[src/logic/rcsp_map.vh]
// Offsets, field positions, codes and timing constants of the panel logic.
`ifndef RCSP_MAP_VH
`define RCSP_MAP_VH

// ----------
// Register word indices (byte address bits 4:2).
// ----------
`define RCSP_IDX_CTRL 3'h0
`define RCSP_IDX_STATUS 3'h1
`define RCSP_IDX_LAMPS 3'h2
`define RCSP_IDX_RXPWR 3'h3

// ----------
// Control register fields and reset value.
// ----------
`define RCSP_CTRL_RATE_LSB 0
`define RCSP_CTRL_RATE_MSB 2
`define RCSP_CTRL_MUTE_BIT 3
`define RCSP_CTRL_NOEQ_BIT 4
`define RCSP_CTRL_RESET 5'h00

// ----------
// Reclocker rate settings, in button order.
// ----------
`define RCSP_MODE_AUTO 3'h0
`define RCSP_MODE_BYPASS 3'h1
`define RCSP_MODE_SD 3'h2
`define RCSP_MODE_HD 3'h3
`define RCSP_MODE_TOP 3'h4

// ----------
// Rate reported by the reclocker detector.
// ----------
`define RCSP_DET_NONE 2'h0
`define RCSP_DET_SD 2'h1
`define RCSP_DET_HD 2'h2
`define RCSP_DET_TOP 2'h3

// ----------
// Boot state reported by the card processor.
// ----------
`define RCSP_BOOT_POWERON 2'h0
`define RCSP_BOOT_CPU 2'h1
`define RCSP_BOOT_LOADER 2'h2
`define RCSP_BOOT_RUN 2'h3

// ----------
// Receive power thresholds in dBm, two's complement.
// ----------
`define RCSP_RXTH_0 8'hfa
`define RCSP_RXTH_1 8'hf7
`define RCSP_RXTH_2 8'hf4
`define RCSP_RXTH_3 8'hf1
`define RCSP_RXTH_4 8'hee

// ----------
// Timing.
// ----------
`define RCSP_CLK_KHZ 50000
`define RCSP_DEBOUNCE_MS 10
`define RCSP_FLASH_MS 250

`endif

[src/logic/rcsp_panel.v]
// Card-edge control, remote register access and lamp drive of the converter.
`timescale 1ns/1ns
`include "rcsp_map.vh"
// Contract
// - Remote config: remote sets all, button works, jumpers ignored.
// - Local-only, default: remote writes dropped, local controls used.
// - Local-only still lets the remote read status and configuration.
// - Loss-mute jumper is used only under local-only configuration.
// - Mute selected: silence outputs on no signal, or on no reclocker lock outside bypass.
// - Default no-mute keeps outputs active on loss of input or lock.
// - Electrical-to-optical bypass: jumper switches the equalizer.
// - Each press steps auto, bypass, fixed SD, fixed HD, fixed 3G.
// - Auto mode detects the input rate and locks to any supported rate.
// - Bypass passes any rate unreclocked; HD slew unless valid SD input.
// - Fixed settings reclock only at that rate with auto detection off.
// - Power lamp: green run, flash loader, yellow CPU boot, red fault.
// - Input lamp green with valid input, red without.
// - Lock lamp green locked, red unlocked, off in bypass.
// - Auto lamp only in auto; manual lamp for fixed rate or bypass.
// - Bypass lamp only when bypass is selected.
// - Rate lamp lights for its fixed setting or auto locked at that rate.
// - Spare rate lamp always dark.
// - Electrical-to-optical: fiber lamp green normal, red on fault.
// - Optical-to-electrical variant drives five receive power lamps.
// - Bar graph thresholds -6 to -18 dBm; lamp lit above its threshold.
module rcsp_panel #(
   parameter DEBOUNCE_CYC = `RCSP_DEBOUNCE_MS * `RCSP_CLK_KHZ,
   parameter FLASH_CYC = `RCSP_FLASH_MS * `RCSP_CLK_KHZ
) (
   // Clock and reset
   input wire clk,
   input wire rst,
   // Avalon-MM slave
   input wire [4:0] avs_address,
   input wire avs_read,
   input wire avs_write,
   input wire [31:0] avs_writedata,
   output reg [31:0] avs_readdata,
   output reg avs_waitrequest,
   // Card-edge jumpers and button, asynchronous pins
   input wire config_source_jumper,
   input wire loss_mute_jumper,
   input wire cable_comp_bypass_jumper,
   input wire rate_select_button,
   input wire variant_eo_strap,
   // Reclocker, equalizer and optics status, asynchronous pins
   input wire eq_signal_detect,
   input wire reclocker_lock,
   input wire [1:0] reclocker_det_rate,
   input wire optic_tx_fault,
   // Same-clock status from the processor and optical module logic
   input wire [1:0] boot_state,
   input wire card_fault,
   input wire [7:0] rx_power_dbm,
   // Reclocker and equalizer control
   output reg reclock_enable,
   output reg auto_detect_enable,
   output reg [1:0] fixed_rate_sel,
   output reg sd_slew_sel,
   output reg cable_comp_enable,
   output reg output_mute,
   // Lamps
   output reg supply_health_lamp_green,
   output reg supply_health_lamp_red,
   output reg input_lamp_green,
   output reg input_lamp_red,
   output reg lock_lamp_green,
   output reg lock_lamp_red,
   output reg auto_lamp,
   output reg manual_lamp,
   output reg bypass_lamp,
   output reg spare_lamp,
   output reg sd_lamp,
   output reg hd_lamp,
   output reg top_lamp,
   output reg fiber_lamp_green,
   output reg fiber_lamp_red,
   output reg [4:0] rx_power_lamp
);

   localparam [23:0] DEB_LIM = DEBOUNCE_CYC - 1;
   localparam [23:0] FLASH_LIM = FLASH_CYC - 1;
   localparam NSYNC = 11;

   // ----------------------------------------------------------------------
   // Functions.
   // ----------------------------------------------------------------------
   function rate_lamp;
      input [2:0] mode;
      input [2:0] fixed;
      input lock;
      input [1:0] det;
      input [1:0] want;
      begin
         rate_lamp = (mode == fixed) ||
            ((mode == `RCSP_MODE_AUTO) && lock && (det == want));
      end
   endfunction

   function [7:0] rx_thresh;
      input integer i;
      begin
         case (i)
            0: rx_thresh = `RCSP_RXTH_0;
            1: rx_thresh = `RCSP_RXTH_1;
            2: rx_thresh = `RCSP_RXTH_2;
            3: rx_thresh = `RCSP_RXTH_3;
            default: rx_thresh = `RCSP_RXTH_4;
         endcase
      end
   endfunction

   // ----------------------------------------------------------------------
   // Two-stage synchronisers for the asynchronous pins.
   // ----------------------------------------------------------------------
   wire [NSYNC-1:0] pin_raw;
   reg [NSYNC-1:0] pin_meta_r;
   reg [NSYNC-1:0] pin_sync_r;
   assign pin_raw = {optic_tx_fault, reclocker_det_rate, reclocker_lock,
      eq_signal_detect, variant_eo_strap, rate_select_button,
      cable_comp_bypass_jumper, loss_mute_jumper, config_source_jumper,
      1'b0};

   genvar g;
   generate
      for (g = 0; g < NSYNC; g = g + 1) begin : g_sync
         always @(posedge clk or posedge rst) begin
            if (rst) begin
               pin_meta_r[g] <= 1'b0;
               pin_sync_r[g] <= 1'b0;
            end else begin
               pin_meta_r[g] <= pin_raw[g];
               pin_sync_r[g] <= pin_meta_r[g];
            end
         end
      end
   endgenerate

   wire remote_cfg = pin_sync_r[1];
   wire mute_jmp = pin_sync_r[2];
   wire noeq_jmp = pin_sync_r[3];
   wire button_lvl = pin_sync_r[4];
   wire is_eo = pin_sync_r[5];
   wire sig_det = pin_sync_r[6];
   wire rc_lock = pin_sync_r[7];
   wire [1:0] det_rate = pin_sync_r[9:8];
   wire tx_fault = pin_sync_r[10];

   // ----------------------------------------------------------------------
   // Button debounce and press pulse.
   // ----------------------------------------------------------------------
   reg [23:0] deb_cnt_r;
   reg btn_db_r;
   reg press_r;
   always @(posedge clk or posedge rst) begin
      if (rst) begin
         deb_cnt_r <= 24'h000000;
         btn_db_r <= 1'b0;
         press_r <= 1'b0;
      end else begin
         press_r <= 1'b0;
         if (button_lvl == btn_db_r) begin
            deb_cnt_r <= 24'h000000;
         end else if (deb_cnt_r >= DEB_LIM) begin
            deb_cnt_r <= 24'h000000;
            btn_db_r <= button_lvl;
            press_r <= button_lvl;
         end else begin
            deb_cnt_r <= deb_cnt_r + 24'h000001;
         end
      end
   end

   // ----------------------------------------------------------------------
   // Avalon-MM slave and configuration register.
   // ----------------------------------------------------------------------
   reg [2:0] mode_r;
   reg reg_mute_r;
   reg reg_noeq_r;
   wire [2:0] widx = avs_address[4:2];
   wire wr_go = avs_write && !avs_waitrequest;
   wire [2:0] mode_step = (mode_r == `RCSP_MODE_TOP) ? `RCSP_MODE_AUTO :
      mode_r + 3'h1;
   wire [2:0] wr_mode =
      avs_writedata[`RCSP_CTRL_RATE_MSB:`RCSP_CTRL_RATE_LSB];

   always @(posedge clk or posedge rst) begin
      if (rst) begin
         mode_r <= `RCSP_MODE_AUTO;
         reg_mute_r <= 1'b0;
         reg_noeq_r <= 1'b0;
      end else if (press_r) begin
         mode_r <= mode_step;
      end else if (wr_go && remote_cfg && (widx == `RCSP_IDX_CTRL)) begin
         // Local-only configuration drops the write.
         if (wr_mode <= `RCSP_MODE_TOP) begin
            mode_r <= wr_mode;
         end
         reg_mute_r <= avs_writedata[`RCSP_CTRL_MUTE_BIT];
         reg_noeq_r <= avs_writedata[`RCSP_CTRL_NOEQ_BIT];
      end
   end

   reg [31:0] rd_word;
   always @* begin
      rd_word = 32'h00000000;
      case (widx)
         `RCSP_IDX_CTRL: begin
            rd_word[4:0] = {reg_noeq_r, reg_mute_r, mode_r};
         end
         `RCSP_IDX_STATUS: begin
            rd_word[9:0] = {output_mute, is_eo, noeq_jmp, mute_jmp,
               remote_cfg, tx_fault, det_rate, rc_lock, sig_det};
         end
         `RCSP_IDX_LAMPS: begin
            rd_word[15:0] = {supply_health_lamp_green,
               supply_health_lamp_red, input_lamp_green, input_lamp_red,
               lock_lamp_green, lock_lamp_red, auto_lamp, manual_lamp,
               bypass_lamp, spare_lamp, sd_lamp, hd_lamp, top_lamp,
               fiber_lamp_green, fiber_lamp_red, 1'b0};
         end
         `RCSP_IDX_RXPWR: begin
            rd_word[12:0] = {rx_power_lamp, rx_power_dbm};
         end
         default: begin
            rd_word = 32'h00000000;
         end
      endcase
   end

   always @(posedge clk or posedge rst) begin
      if (rst) begin
         avs_waitrequest <= 1'b1;
         avs_readdata <= 32'h00000000;
      end else if ((avs_read || avs_write) && avs_waitrequest) begin
         avs_waitrequest <= 1'b0;
         avs_readdata <= avs_read ? rd_word : 32'h00000000;
      end else begin
         avs_waitrequest <= 1'b1;
      end
   end

   // ----------------------------------------------------------------------
   // Effective settings.
   // ----------------------------------------------------------------------
   wire mute_sel = remote_cfg ? reg_mute_r : mute_jmp;
   wire noeq_sel = remote_cfg ? reg_noeq_r : noeq_jmp;
   wire in_bypass = (mode_r == `RCSP_MODE_BYPASS);
   wire in_auto = (mode_r == `RCSP_MODE_AUTO);
   wire lost = !sig_det || (!in_bypass && !rc_lock);

   // ----------------------------------------------------------------------
   // Flash divider for the supply lamp.
   // ----------------------------------------------------------------------
   reg [23:0] flash_cnt_r;
   reg flash_r;
   always @(posedge clk or posedge rst) begin
      if (rst) begin
         flash_cnt_r <= 24'h000000;
         flash_r <= 1'b0;
      end else if (flash_cnt_r >= FLASH_LIM) begin
         flash_cnt_r <= 24'h000000;
         flash_r <= !flash_r;
      end else begin
         flash_cnt_r <= flash_cnt_r + 24'h000001;
      end
   end

   // ----------------------------------------------------------------------
   // Receive power bar graph.
   // ----------------------------------------------------------------------
   wire [4:0] rx_bar;
   generate
      for (g = 0; g < 5; g = g + 1) begin : g_rxbar
         assign rx_bar[g] = !is_eo &&
            ($signed(rx_power_dbm) > $signed(rx_thresh(g)));
      end
   endgenerate

   // ----------------------------------------------------------------------
   // Registered control outputs and lamps.
   // ----------------------------------------------------------------------
   always @(posedge clk or posedge rst) begin
      if (rst) begin
         reclock_enable <= 1'b1;
         auto_detect_enable <= 1'b1;
         fixed_rate_sel <= `RCSP_DET_NONE;
         sd_slew_sel <= 1'b0;
         cable_comp_enable <= 1'b1;
         output_mute <= 1'b0;
         supply_health_lamp_green <= 1'b0;
         supply_health_lamp_red <= 1'b1;
         input_lamp_green <= 1'b0;
         input_lamp_red <= 1'b0;
         lock_lamp_green <= 1'b0;
         lock_lamp_red <= 1'b0;
         auto_lamp <= 1'b0;
         manual_lamp <= 1'b0;
         bypass_lamp <= 1'b0;
         spare_lamp <= 1'b0;
         sd_lamp <= 1'b0;
         hd_lamp <= 1'b0;
         top_lamp <= 1'b0;
         fiber_lamp_green <= 1'b0;
         fiber_lamp_red <= 1'b0;
         rx_power_lamp <= 5'h00;
      end else begin
         reclock_enable <= !in_bypass;
         auto_detect_enable <= in_auto;
         case (mode_r)
            `RCSP_MODE_SD: fixed_rate_sel <= `RCSP_DET_SD;
            `RCSP_MODE_HD: fixed_rate_sel <= `RCSP_DET_HD;
            `RCSP_MODE_TOP: fixed_rate_sel <= `RCSP_DET_TOP;
            default: fixed_rate_sel <= `RCSP_DET_NONE;
         endcase
         if (in_bypass) begin
            sd_slew_sel <= sig_det && (det_rate == `RCSP_DET_SD);
         end else begin
            sd_slew_sel <= rate_lamp(mode_r, `RCSP_MODE_SD, rc_lock,
               det_rate, `RCSP_DET_SD);
         end
         cable_comp_enable <= !(is_eo && in_bypass && noeq_sel);
         output_mute <= mute_sel && lost;
         case (boot_state)
            `RCSP_BOOT_RUN: begin
               supply_health_lamp_green <= !card_fault;
               supply_health_lamp_red <= card_fault;
            end
            `RCSP_BOOT_LOADER: begin
               supply_health_lamp_green <= flash_r && !card_fault;
               supply_health_lamp_red <= card_fault;
            end
            `RCSP_BOOT_CPU: begin
               supply_health_lamp_green <= 1'b1;
               supply_health_lamp_red <= 1'b1;
            end
            default: begin
               supply_health_lamp_green <= 1'b0;
               supply_health_lamp_red <= 1'b1;
            end
         endcase
         input_lamp_green <= sig_det;
         input_lamp_red <= !sig_det;
         lock_lamp_green <= !in_bypass && rc_lock;
         lock_lamp_red <= !in_bypass && !rc_lock;
         auto_lamp <= in_auto;
         manual_lamp <= !in_auto;
         bypass_lamp <= in_bypass;
         spare_lamp <= 1'b0;
         sd_lamp <= rate_lamp(mode_r, `RCSP_MODE_SD, rc_lock, det_rate,
            `RCSP_DET_SD);
         hd_lamp <= rate_lamp(mode_r, `RCSP_MODE_HD, rc_lock, det_rate,
            `RCSP_DET_HD);
         top_lamp <= rate_lamp(mode_r, `RCSP_MODE_TOP, rc_lock, det_rate,
            `RCSP_DET_TOP);
         fiber_lamp_green <= is_eo && !tx_fault;
         fiber_lamp_red <= is_eo && tx_fault;
         rx_power_lamp <= rx_bar;
      end
   end

endmodule // rcsp_panel

[config.mk]
export PLATFORM = sky130hd
export DESIGN_NAME = rcsp_panel
export DESIGN_NICKNAME = d
export VERILOG_FILES = /design/src/logic/rcsp_panel.v
export VERILOG_INCLUDE_DIRS = /design/src /design/src/logic
export SDC_FILE = /design/constraint.sdc
export NUM_CORES = 1
export LEC_CHECK = 0
export ABC_CLOCK_PERIOD_IN_PS = 6200
export BUFFER_PORTS_ARGS = -buffer_cell sky130_fd_sc_hd__buf_2
export CORE_MARGIN = 1
export CORE_UTILIZATION = 58
export CTS_BUF_LIST = sky130_fd_sc_hd__clkbuf_4 sky130_fd_sc_hd__clkbuf_8 sky130_fd_sc_hd__clkbuf_16
export CTS_CLUSTER_SIZE = 30
export DETAILED_ROUTE_END_ITERATION = 7
export PLACE_DENSITY = 0.89
export SLEW_MARGIN = 10
export SYNTH_ARGS = -nofsm -noshare
export SYNTH_HDL_FRONTEND = slang
export SYNTH_SLANG_ARGS = --single-unit
[constraint.sdc]
create_clock -name clk -period 6.2 [get_ports clk]
set_clock_uncertainty 0.15 [all_clocks]
set_input_delay 0 -clock clk [delete_from_list [all_inputs] [get_ports clk]]
set_output_delay 0 -clock clk [all_outputs]
set_load 0.03 [all_outputs]
Yosys cells after proc, flatten, opt, wreduce, memory -nomap -nowiden
Index checks and enable logic that the tools add are counted.

Flip-flop bits (word level): 135. Input port bits: 62. Output and inout bits: 60. Logic and storage cells: 144.

Add/subtract/negate cells: 3. $lt $le $gt $ge: 8. Equal/unequal tests: 14. Mux-type cells: 21. Bitwise logic cells: 2. Reductions and logical operators: 45.

Operator list (number): 24-bit two-way mux (3); 24-bit by 1-bit adder with 24-bit output (second input constant) (2); 24-bit by 19-bit >= comparator with 1-bit output (second input constant) (1); 24-bit >= comparator (second input constant) (1); 8-bit by 5-bit greater-than comparator with 1-bit output (second input constant) (3); 1-bit logical AND (22); 5-bit one-hot mux with 4 select lines (1); 16-bit two-way mux (1); 3-bit two-way mux (5); 5-bit one-hot mux with 3 select lines (1); 3-bit by 2-bit equality test with 1-bit output (second input constant) (4); 1-bit zero test (10); 2-bit equality test (second input constant) (4); 8-bit by 4-bit greater-than comparator with 1-bit output (second input constant) (1); 8-bit by 6-bit greater-than comparator with 1-bit output (second input constant) (1); 1-bit two-way mux (7); 3-bit by 1-bit equality test with 1-bit output (second input constant) (2); 3-bit zero test (2); 2-bit one-hot mux with 3 select lines (1); 3-bit one-hot mux with 2 select lines (1); 2-bit AND reduction (3); 1-bit logical OR (5); 2-bit by 1-bit equality test with 1-bit output (second input constant) (2); 2-bit nonzero test (2); 7 further kinds (8).

Longest topological paths before layout
Word-level depth: 6. Mapped depth: 7.

Worst setup path after synthesis
Ideal clock, no wire load.

Path kind: register to register. Start point: register deb_cnt_r[0]. End point: register deb_cnt_r[10]. Library setup time: 0.121 ns. Arrival: 1.621 ns. Data required time: 5.929 ns. Slack: 4.308 ns. Cell stages (with the launch flop): 8. Buffers on the path: 2. Clock period less this slack: 1.892 ns. Path through: dfrtp_1 ha_1 nand4_1 a211oi_1 a211o_1 buf_2 buf_2 nor2_1.

Cells in the longest elaborated chain, start to end: 3.

Ends and longest elaborated chain: from (decl) (line rcsp_panel.v:152) `reg [23:0] deb_cnt_r;`; from (signal assigned) (line rcsp_panel.v:169) `deb_cnt_r <= deb_cnt_r + 24'h000001;`; 24-bit by 1-bit adder with 24-bit output or 24-bit by 19-bit >= comparator with 1-bit output (tied branches) (line rcsp_panel.v:169, rcsp_panel.v:164); 24-bit two-way mux * (line rcsp_panel.v:164) `end else if (deb_cnt_r >= DEB_LIM) begin`; 24-bit two-way mux * (line rcsp_panel.v:162) `if (button_lvl == btn_db_r) begin`.

Mark *: on every way between the ends. The rest lies on a longest branch, timed or not. A chain may end at the register's enable or synchronous reset.

Worst setup path in the final report
Start point: register pin_sync_r[1] (netlist: remote_cfg). End point: register reg_noeq_r.

Cells in the longest elaborated chain, start to end: 3.

Ends and longest elaborated chain: from (decl) (line rcsp_panel.v:118) `reg [NSYNC-1:0] pin_sync_r;`; from (signal, indexed assignment) (line rcsp_panel.v:133) `pin_sync_r[g] <= pin_meta_r[g];`; 1-bit logical AND (2 in a row) (line rcsp_panel.v:194) `` end else if (wr_go && remote_cfg && (widx == `RCSP_IDX_CTRL)) begin ``; 2-bit AND reduction (no line); to (signal assigned) (line rcsp_panel.v:200) `` reg_noeq_r <= avs_writedata[`RCSP_CTRL_NOEQ_BIT]; ``; to (decl) (line rcsp_panel.v:179) `reg reg_noeq_r;`.

Every way passes these cells.

==> impl_metrics.csv <==
group,metric,value,unit
clock_network,cts_tree,"done",
yosys,synth_fa_ha_area_share,1.68,%
floorplan,die_x,96.8,um
global_routing,grt_pass1_vias,4557,
sta,finalCriticalPeriod,2.48,ns
final_layout,final_cells,716,
yosys,synth_area,5210,um^2
drt,dr_total_vias,4484,
yosys,syn_inst,455,
worst_setup_path,cp_max_fo,5,
sta,max_freq,404,MHz
final_layout,layout_commonest_cell,"dfrtp_1",
yosys,yosys.area_share.simple,16.1,%
sta,finalCritPeriodShare,39.9,%
flow_run,cap_violations,0,
yosys,synth_top_cell_area_share,54.8,%
yosys,async_reset_ff_share,100,%
yosys,synthDistinctLibCells,61,
clock_network,cts.clk_slew.worst_paths,0.06,ns
sta,rsz0062_at_grt,"false",
pwr,p_per_area,323,nW/um^2
clock_network,hold_buffers,55,
clock_network,cts_buffer_depth,2,
yosys,synth_edf_count,0,
worst_setup_path,rr_worst_depth,5,
drt,ant_nets,0,
final_layout,drive_gt1_share,22.9,%
clock_network,clock-sinks,119,
worst_setup_path,r2r_slack,3.72,ns
worst_setup_path,r2r_end,"reg_noeq_r$_DFFE_PP0P_",
floorplan,start_util,59.7,%
floorplan,core-area,8720,um^2
global_routing,grt_max_degree,91,
floorplan,boundaryPins,122,
worst_setup_path,path_class,"flop to flop",
drt,avgViaCountPerCell,6.26,
sta,setup_violations,0,
floorplan,dieArea,9360,um^2
drt,wl_per_cell,21.2,um
placement,hpwlAfterDp,7.35,mm
drt,finalWirelength,15.2,mm
yosys,synth.area.top_cells,"dfrtp_1 (55%), nor2_1 (2.9%), buf_4 (2.6%), dfstp_2 (2.5%), xor2_1 (2.4%)",
worst_setup_path,endpoint_kind,"flop",
sta,slew_viol_final,0,
worst_hold_path,holdPathStages,4,
final_layout,num-nets-final,664,
final_layout,antennaDiodeCount,0,
final_layout,mostFrequentLayoutCells,"dfrtp_1 (114), buf_2 (75), dlygate4sd3_1 (55)",
sta,relSlewSlack,27.2,%
sta,hold_violations,0,
clock_network,ctsResizeCount,0,
yosys,synth_top_cell_by_area,"dfrtp_1",
yosys,synth_xor_xnor_area_share,4.54,%
yosys,seq_area_frac_synth,57.3,%
worst_setup_path,r2r-start,"remote_cfg$_DFF_PP0_",
floorplan,rows,34,
worst_hold_path,hold_path.startpoint,"boot_state[0]",
worst_setup_path,startpoint_type,"flop",
worst_setup_path,required,6.46,ns
outcome,status,"finished clean",
yosys,synth-seq-cells,119,
drt,drcViolationCount,0,
final_layout,syn_to_final_growth,29.5,%
floorplan,die_y,96.8,um
final_layout,final_util,77.4,%
yosys,ys.flop_type,"dfrtp_1",
clock_network,cts_setup_buffers,0,
yosys,synth_top_family_by_area,"simple AND/OR/NAND/NOR gates",
yosys,synthMuxAreaShare,5.02,%
yosys,avgSynthCellArea,11.4,um^2
yosys,synth_warnings,0,
sta,tightest_slew,1.09,ns
clock_network,cts_buffers,17,
yosys,synth_compound_area_share,9.97,%
placement,routabilityCongestion,0.923,
drt,first_pass_iters,5,
global_routing,antenna_found_initial,0,
worst_hold_path,min_to,"supply_health_lamp_green$_DFF_PP0_",
worst_hold_path,min_path_type,"input pin to flop",
clock_network,root_buffer,"clkbuf_8",
pwr,p_leak,3.06,nW
worst_setup_path,crit_arrival,2.73,ns
drt,drt_iter0_markers,494,
clock_network,htreeDepth,4,
placement,portBuffers,75,
clock_network,insertion_delay,0.52,ns
pwr,ir_drop,0.176,mV
global_routing,overflow,0,
global_routing,grt_use_total,34.1,%
placement,placed_cells,629,
sta,finalSetupTns,0,ns
global_routing,grt_pass1_wl,24.2,mm
[cell usage after synthesis, types with 6 or more instances]
| cell | instances |
|---|---|
| or4_1 | 6 |
| mux2_2 | 9 |
| nor2b_1 | 7 |
| a22o_1 | 7 |
| a21oi_1 | 18 |
| o31ai_1 | 7 |
| and4_1 | 6 |
| inv_1 | 16 |
| xnor2_1 | 13 |
| o21ai_0 | 17 |
| nor2_1 | 40 |
| nand4_1 | 11 |
| dfrtp_1 | 114 |
| buf_4 | 18 |
| nand2_1 | 27 |
| xor2_1 | 14 |
| ha_1 | 7 |
| mux2i_1 | 7 |
| nand3_1 | 19 |
| nor3_1 | 8 |
[area by class of cell]
cell class / instances / area (um^2)
fillers: 441 / 1970
clock inverters: 14 / 178
repair buffers: 131 / 933
flip-flops and latches: 119 / 2980
clock buffers: 18 / 422
inverters: 16 / 62.6
multi-input cells: 310 / 2030
well taps: 108 / 135
[sequential cells by signal (all words and copies together), names as in the netlist, 2 cells and up]
| name | cells |
|---|---|
| pin_meta_r | 10 |
| flash_cnt_r | 24 |
| avs_readdata | 16 |
| deb_cnt_r | 24 |
| rx_power_lamp | 5 |
| fixed_rate_sel | 2 |
| det_rate | 2 |
| mode_r | 3 |
[kinds of logic (layout without fill, tap and decap cells)]
| family | Yosys count | after routing |
|---|---|---|
| AND/OR/NAND/NOR | 156 | 156 |
| adder cells (fa/ha/maj) | 7 | 7 |
| buffers and inverters | 47 | 179 |
| AO/OA/AOI/OAI | 78 | 78 |
| XOR/XNOR | 27 | 27 |
| flip-flops | 119 | 119 |
| other | 1 | 22 |
| multiplexers | 20 | 20 |
[report_power, final]
group          internal, mW  leakage (nW)  switching, mW
combinational         0.104          1.25          0.201
clock                 0.620         0.281          0.379
sequential            0.831          1.53         0.0434
total                  1.56          3.06          0.623
[metrics by stage]
step	instance area, um^2	hold WS (ns)	setup WS, ns	power [mW]
floorplan	5290	-0.119	2.90	1.05
global placement	5590	-0.154	3.96	1.11
detailed placement	5590	-0.140	3.86	1.12
CTS	6740	0.111	3.78	2.14
global route	6750	0.163	3.59	2.23
finish	6750	0.148	3.72	2.18
[how the worst max path moves through the flow]
stage | startpoint | endpoint | slack (ns) | cells past startpoint
after global routing | flash_cnt_r[0]$_DFF_PP0_ | flash_cnt_r[9]$_DFF_PP0_ | 3.59 | 5
after CTS | flash_cnt_r[0]$_DFF_PP0_ | flash_r$_DFFE_PP0N_ | 3.78 | 5
after floorplan | rst | auto_lamp$_DFF_PP0_ | 2.90 | 1
after global placement | flash_cnt_r[0]$_DFF_PP0_ | flash_r$_DFFE_PP0N_ | 3.96 | 5
final | remote_cfg$_DFF_PP0_ | reg_noeq_r$_DFFE_PP0P_ | 3.72 | 5
after detailed placement | flash_cnt_r[0]$_DFF_PP0_ | flash_cnt_r[11]$_DFF_PP0_ | 3.86 | 5
[layer usage]
layer	vias to the layer above	track usage, %	routed length [um]
met4	0	24.0	1110
li1	1865	-	-
met1	2186	38.9	5410
met2	335	55.0	7430
met3	98	10.3	1260
met5	-	0	0
[critical path, cell delays in order (launching register included)]
cell and delay [ns]:
dfrtp_1 0.48, nand2_1 0.10, nor3_1 0.45, and3b_1 0.28, mux2_2 0.34, dlygate4sd3_1 0.56
No activity file was read; power rests on OpenSTA's default activity.
